===== config.mk =====
export PLATFORM = sky130hd
export DESIGN_NAME = bvs_setpoint_regs
export DESIGN_NICKNAME = d
export VERILOG_FILES = /design/src/bvs_pkg.sv /design/src/bvs_range_latch.sv /design/src/bvs_setpoint_regs.sv
export SDC_FILE = /design/constraint.sdc
export NUM_CORES = 1
export LEC_CHECK = 0
export BUFFER_PORTS_ARGS = -buffer_cell sky130_fd_sc_hd__buf_2
export CORE_MARGIN = 1.5
export CORE_UTILIZATION = 40
export CTS_BUF_LIST = sky130_fd_sc_hd__clkbuf_8 sky130_fd_sc_hd__clkbuf_16
export DETAILED_ROUTE_END_ITERATION = 8
export PLACE_DENSITY = 0.65
export SETUP_SLACK_MARGIN = 0.05
export SLEW_MARGIN = 10
export SYNTH_ARGS = -nofsm -noshare
export SYNTH_HDL_FRONTEND = slang
export SYNTH_SLANG_ARGS = --single-unit

===== constraint.sdc =====
create_clock -name clock -period 3.56 [get_ports clock]
set_input_delay 0.534 -clock clock [delete_from_list [all_inputs] [get_ports clock]]
set_output_delay 0.534 -clock clock [all_outputs]
set_load 0.01 [all_outputs]

===== src/bvs_pkg.sv =====
// package for the buck2 setpoint register bank
// assumes a plain address/strobe register port and a 100 MHz clock
package bvs_pkg;

   // register offsets
   localparam logic [7:0] BVS_OFS_NORMAL  = 8'h00;
   localparam logic [7:0] BVS_OFS_STANDBY = 8'h01;
   localparam logic [7:0] BVS_OFS_SLEEP   = 8'h02;
   localparam logic [7:0] BVS_OFS_MODE    = 8'h03;
   localparam logic [7:0] BVS_OFS_TARGET  = 8'h04;

   // field layout of a setpoint code
   localparam int BVS_RANGE_BIT = 6;
   localparam int BVS_CODE_W    = 7;
   localparam int BVS_STEP_W    = 6;

   // reset values of the six-bit step fields
   localparam logic [5:0] BVS_RST_STEP = 6'h00;

   // voltage mapping in millivolts
   localparam logic [11:0] BVS_LOW_BASE_MV  = 12'd400;
   localparam logic [11:0] BVS_LOW_STEP_MV  = 12'd25;
   localparam logic [11:0] BVS_HIGH_BASE_MV = 12'd800;
   localparam logic [11:0] BVS_HIGH_STEP_MV = 12'd50;

   // operating modes of the regulator
   typedef enum logic [1:0] {
      BVS_MODE_NORMAL,
      BVS_MODE_STANDBY,
      BVS_MODE_SLEEP
   } bvs_mode_t;

   // one register access from software
   typedef struct packed {
      logic [7:0] addr;
      logic [7:0] wdata;
      logic       wr;
      logic       rd;
   } bvs_bus_t;

   // regulator target for the analog loop
   typedef struct packed {
      logic [6:0]  code;
      logic [11:0] mv;
   } bvs_target_t;

endpackage


===== src/bvs_range_latch.sv =====
// catches the range strap once after reset release
// assumes the strap is stable while reset is low and a little after
`timescale 1ns/10ps
module bvs_range_latch
   import bvs_pkg::*;
(
   // clock and reset
   input  wire logic clock,
   input  wire logic reset_n,
   // strap from default or one-time configuration
   input  wire logic range_strap,
   // captured range and its valid flag
   output logic      range_bit,
   output logic      range_valid
);

   typedef struct packed {
      logic range_bit;
      logic range_valid;
   } bvs_latch_state_t;

   bvs_latch_state_t state;
   bvs_latch_state_t next_state;

   // capture on the first clocked edge after release
   always_comb begin
      next_state = state;
      if (!state.range_valid) begin
         next_state.range_bit   = range_strap;
         next_state.range_valid = 1'b1;
      end
   end

   // state register, constant under reset
   always_ff @(posedge clock or negedge reset_n) begin
      if (!reset_n) begin
         state <= '0;
      end else begin
         state <= next_state;
      end
   end

   assign range_bit   = state.range_bit;
   assign range_valid = state.range_valid;

endmodule // bvs_range_latch


===== src/bvs_setpoint_regs.sv =====
// buck2 setpoint register bank with mode-driven target output
// assumes single-cycle strobes from a master that never waits
`timescale 1ns/10ps
module bvs_setpoint_regs
   import bvs_pkg::*;
(
   // clock and reset
   input  wire logic        clock,
   input  wire logic        reset_n,
   // configuration strap for the range bit
   input  wire logic        range_strap,
   // register port
   input  wire logic [7:0]  reg_addr,
   input  wire logic [7:0]  reg_wdata,
   input  wire logic        reg_wr,
   input  wire logic        reg_rd,
   output logic      [7:0]  reg_rdata,
   // regulator target
   output logic      [6:0]  target_code,
   output logic      [11:0] target_mv,
   output logic             target_valid
);

   logic range_bit;
   logic range_valid;

   // range strap capture after reset
   bvs_range_latch u_range (
      .clock       (clock),
      .reset_n     (reset_n),
      .range_strap (range_strap),
      .range_bit   (range_bit),
      .range_valid (range_valid)
   );

   typedef struct packed {
      logic [5:0]  normal_step;
      logic [5:0]  standby_step;
      logic [5:0]  sleep_step;
      bvs_mode_t   mode;
      logic [7:0]  rdata;
      bvs_target_t target;
      logic        target_valid;
   } bvs_regs_state_t;

   bvs_regs_state_t state;
   bvs_regs_state_t next_state;
   bvs_bus_t        bus;

   // code to millivolts, linear scaling per range
   function automatic logic [11:0] bvs_code_to_mv(input logic [6:0] code);
      logic [11:0] step;
      step = {6'h00, code[5:0]};
      if (code[BVS_RANGE_BIT]) begin
         bvs_code_to_mv = BVS_HIGH_BASE_MV
                        + 12'(step * BVS_HIGH_STEP_MV);
      end else begin
         bvs_code_to_mv = BVS_LOW_BASE_MV
                        + 12'(step * BVS_LOW_STEP_MV);
      end
   endfunction

   // read value of any offset, unmapped reads zero
   function automatic logic [7:0] bvs_read(input bvs_regs_state_t s,
                                           input logic [7:0] a,
                                           input logic rb);
      case (a)
         BVS_OFS_NORMAL:  bvs_read = {1'b0, rb, s.normal_step};
         BVS_OFS_STANDBY: bvs_read = {1'b0, rb, s.standby_step};
         BVS_OFS_SLEEP:   bvs_read = {1'b0, rb, s.sleep_step};
         BVS_OFS_MODE:    bvs_read = {6'h00, s.mode};
         BVS_OFS_TARGET:  bvs_read = {1'b0, s.target.code};
         default:         bvs_read = 8'h00;
      endcase
   endfunction

   assign bus = '{addr: reg_addr, wdata: reg_wdata, wr: reg_wr, rd: reg_rd};

   // register writes, reads and target selection
   always_comb begin
      logic [6:0] sel;
      sel        = 7'h00;
      next_state = state;
      // setpoint writes touch only the six step bits; bits 7 and 6 are ignored
      if (bus.wr) begin
         case (bus.addr)
            BVS_OFS_NORMAL:
               next_state.normal_step  = bus.wdata[5:0];
            BVS_OFS_STANDBY:
               next_state.standby_step = bus.wdata[5:0];
            BVS_OFS_SLEEP:
               next_state.sleep_step   = bus.wdata[5:0];
            BVS_OFS_MODE: begin
               if (bus.wdata[1:0] <= 2'(BVS_MODE_SLEEP)) begin
                  next_state.mode = bvs_mode_t'(bus.wdata[1:0]);
               end
            end
            default: ;
         endcase
      end
      // read data stand in the cycle after the strobe only
      if (bus.rd) begin
         next_state.rdata = bvs_read(state, bus.addr, range_bit);
      end else begin
         next_state.rdata = 8'h00;
      end
      // pick the field of the active mode
      case (state.mode)
         BVS_MODE_STANDBY: sel = {range_bit, state.standby_step};
         BVS_MODE_SLEEP:   sel = {range_bit, state.sleep_step};
         default:          sel = {range_bit, state.normal_step};
      endcase
      next_state.target.code  = sel;
      next_state.target.mv    = bvs_code_to_mv(sel);
      next_state.target_valid = range_valid;
   end

   // state register
   always_ff @(posedge clock or negedge reset_n) begin
      if (!reset_n) begin
         state              <= '0;
         state.normal_step  <= BVS_RST_STEP;
         state.standby_step <= BVS_RST_STEP;
         state.sleep_step   <= BVS_RST_STEP;
         state.mode         <= BVS_MODE_NORMAL;
      end else begin
         state <= next_state;
      end
   end

   assign reg_rdata    = state.rdata;
   assign target_code  = state.target.code;
   assign target_mv    = state.target.mv;
   assign target_valid = state.target_valid;

endmodule // bvs_setpoint_regs


==> impl_metrics.env <==
export IMPL_status="finished, final reports clean"
export IMPL_synth_flop_cell="dfrtp_1"
export IMPL_leakagePower_nw=2.13
export IMPL_avgViaCountPerCell=5.18
export IMPL_rsz0062_at_grt="yes"
export IMPL_grt_pass1_wl_microns=11800
export IMPL_hold_viol=0
export IMPL_fmax_mhz=287
export IMPL_netSwitchingPower_w=0.000421
export IMPL_r2r_start="state[28]"
export IMPL_htree_levels=2
export IMPL_power_density_nw_per_um2=302
export IMPL_wire_per_inst_microns=15.2
export IMPL_clockBufferDepth=2
export IMPL_start_util_pct=41.2
export IMPL_worst_pin_slew_ps=1110
export IMPL_internal_power_w=0.000926
export IMPL_crit_start="state[28]"
export IMPL_switching_share_pct=31.3
export IMPL_placed_cells=479
export IMPL_startpoint_type="flip-flop"
export IMPL_drt_iter0_drc=62
export IMPL_dpl_hpwl_microns=5400
export IMPL_grt_max_degree=50
export IMPL_port_buffers=45
export IMPL_avgSynthCellArea_sq_um=10.3
export IMPL_finalWorstSetupSlack_ps=74.8
export IMPL_drv_slew=0
export IMPL_end_kind="flip-flop"
export IMPL_p_comb_share_pct=27.2
export IMPL_ant_nets=0
export IMPL_rr_endpoint="target_mv[9]"
export IMPL_cts_hold_buf=0
export IMPL_layout_drive_gt1_share_pct=49.2
export IMPL_p_seq_share_pct=46.0
export IMPL_antenna_found_initial=0
export IMPL_core_area_sq_um=8220
export IMPL_synth_edf_count=0
export IMPL_rows=33
export IMPL_final_cell_mix="dfrtp_1, buf_2, buf_4"
export IMPL_worstPathRequired_ps=3720
export IMPL_critPathCapture="target_mv[9]"
export IMPL_areaGrowthSynthToFinish_pct=31.5
export IMPL_drv_cap=0
export IMPL_die_area_sq_um=9030
export IMPL_syn_nets=399
export IMPL_finalNonFillerCells=497
export IMPL_hp_class="flip-flop to flip-flop"
export IMPL_place_congestion=0.831
export IMPL_fin_area_sq_um=4450
export IMPL_fp_dieH_microns=95.0
export IMPL_path_class="flip-flop to flip-flop"
export IMPL_synth_cell_types=45
export IMPL_first_global_vias=2526
export IMPL_antennaDiodeCount=0
export IMPL_synth_cell_area_sq_um=3390
export IMPL_worst_hold_slack_ps=395
export IMPL_finalCritPeriodShare_pct=97.9
export IMPL_synthArstFlopShare_pct=100
export IMPL_worst_r2r_path_depth=20
export IMPL_nFillCells=705
export IMPL_place_ws_ps=-189
export IMPL_worst_ir_drop_vdd_uv=136
export IMPL_clkPwrFrac_pct=26.8
export IMPL_wl_microns=7540
export IMPL_total_power_w=0.00135
export IMPL_place_area_sq_um=3790
export IMPL_layout_nets=460
export IMPL_finalSetupViolations=0
export IMPL_num_vias=2576
export IMPL_cts_tree="built"
export IMPL_ys_ff_latch=49
export IMPL_drt_pre_antenna_iters=4
export IMPL_clkTransAtPathRegs_ps=100
export IMPL_track_usage_pct=17.0
export IMPL_worstSkewPairLatency_ps=310
export IMPL_ys_seq_area_share_pct=36.2
export IMPL_slew_headroom_pct=26.1
export IMPL_ios=49
export IMPL_die_w_microns=95.0
export IMPL_drc=0
export IMPL_worstPathMaxFanout=6
export IMPL_grt_ovfl_total=0
export IMPL_yosys_warnings=0
export IMPL_syn_inst=330
export IMPL_clkSinkCount=49
export IMPL_layout_commonest_cell="dfrtp_1"
export IMPL_cts_buffers=5
export IMPL_hold_depth=0
export IMPL_reg2reg_slack_ps=70
export IMPL_root_buffer="clkbuf_8"
export IMPL_finalCriticalPeriod_ps=3490
export IMPL_critical_path_arrival_ps=3650
export IMPL_skew_ps=10.3
layer usage:
layer  routed length, microns  vias to the layer above  share of wire, %  track usage [%]
met3                      194                       22               2.6             2.15
met2                     4030                       50                53             31.8
met4                      261                        0               3.5             6.34
met1                     3060                     1271                41             19.5
li1                         -                     1233                 -                -
met5                        0                        -                 0                0
cell type report:
cell class	instances	area, sq um	share of cell area, %
timing repair buffer	90	614	13.8
clock inverter	3	28.8	0.646
sequential	49	1230	27.5
multi-input combinational	220	2290	51.4
tap	105	131	2.95
clock buffer	5	68.8	1.54
inverter	25	93.8	2.11
power groups by stage:
| stage | Sequential (W) | Clock [W] | Combinational [W] |
|---|---|---|---|
| after floorplan | 0.000617 | 0 | 0.000204 |
| after global placement | 0.000629 | 0 | 0.000277 |
| after detailed placement | 0.000630 | 0 | 0.000284 |
| after CTS | 0.000620 | 0.000367 | 0.000324 |
| after global routing | 0.000624 | 0.000395 | 0.000404 |
| final | 0.000620 | 0.000361 | 0.000367 |
cells in the mapped netlist (2+ instances only):
| master | count | area (sq um) |
|---|---|---|
| nand4_1 | 4 | 25.0 |
| dfrtp_1 | 49 | 1230 |
| nand3_1 | 2 | 10.0 |
| inv_1 | 25 | 93.8 |
| o21ai_0 | 10 | 50.1 |
| a22oi_1 | 7 | 52.6 |
| a211oi_1 | 2 | 15.0 |
| nor2_1 | 30 | 113 |
| mux2_2 | 23 | 259 |
| nor3_1 | 3 | 15.0 |
| buf_2 | 2 | 10.0 |
| nand3b_1 | 2 | 15.0 |
| fa_1 | 3 | 60.1 |
| nor2b_1 | 3 | 18.8 |
| xor2_1 | 5 | 43.8 |
| a22o_1 | 3 | 26.3 |
| and3_1 | 3 | 18.8 |
| buf_4 | 28 | 210 |
| clkbuf_1 | 4 | 15.0 |
| a21o_1 | 4 | 30.0 |
| nand2_1 | 14 | 52.6 |
| mux2i_1 | 8 | 80.1 |
| buf_6 | 2 | 22.5 |
| o211ai_1 | 3 | 22.5 |
| a31oi_1 | 2 | 12.5 |
| conb_1 | 2 | 7.51 |
| ha_1 | 45 | 563 |
| nor2_4 | 2 | 22.5 |
| xnor2_1 | 8 | 70.1 |
| a21oi_1 | 17 | 85.1 |
critical path, stage by stage (launching register included):
cell	delay (ps)
dfrtp_1	420
buf_6	130
ha_4	180
a22oi_2	160
nor2_2	80
a21oi_4	130
inv_2	70
ha_4	260
xnor2_2	140
ha_1	180
a21o_1	160
ha_1	310
inv_1	70
fa_2	400
inv_2	50
a21o_1	130
a21oi_2	60
buf_4	130
xnor2_1	110
nor2_1	90
a21oi_1	50
worst min-delay path by stage:
stage / from / end / slack [ps]
3_5_place_dp: u_range.range_valid / target_valid / 370
3_3_place_gp: u_range.range_valid / target_valid / 360
2_1_floorplan: reset_n / reg_rdata[0] / 240
5_1_grt: u_range.range_valid / target_valid / 400
6_report: u_range.range_valid / target_valid / 400
4_1_cts: u_range.range_valid / target_valid / 400
registers in the layout (all words and copies together), names as in the netlist:
name / flops
reg_rdata: 7
state: 20
target_code: 7
target_mv: 12
target_valid: 1
u_range.range_bit: 1
u_range.range_valid: 1
cells by family after synthesis:
| kind of cell | share of synthesized area [%] |
|---|---|
| AO/OA/AOI/OAI | 9.72 |
| adder cells (fa/ha/maj) | 18.4 |
| buffers and inverters | 10.4 |
| XOR/XNOR | 3.36 |
| other | 0.222 |
| flip-flops | 36.2 |
| multiplexers | 10.7 |
| AND/OR/NAND/NOR | 11.0 |
per-stage QoR:
step	TNS [ps]	utilization (%)
floorplan	0	-
global placement	-491	46.1
detailed placement	-537	46.1
CTS	0	50.9
global route	-170	54.2
finish	0	54.2
repair_timing:
item | 4_1_cts | 5_1_grt
pin swaps | 17 | 30
hold endpoints to repair | 0 | 0
cloned | 1 | 0
gates resized for setup | 37 | 39
buffers inserted | 4 | 5
endpoints found under the setup margin | 4 | 4
(Power assumes the default switching activity.)
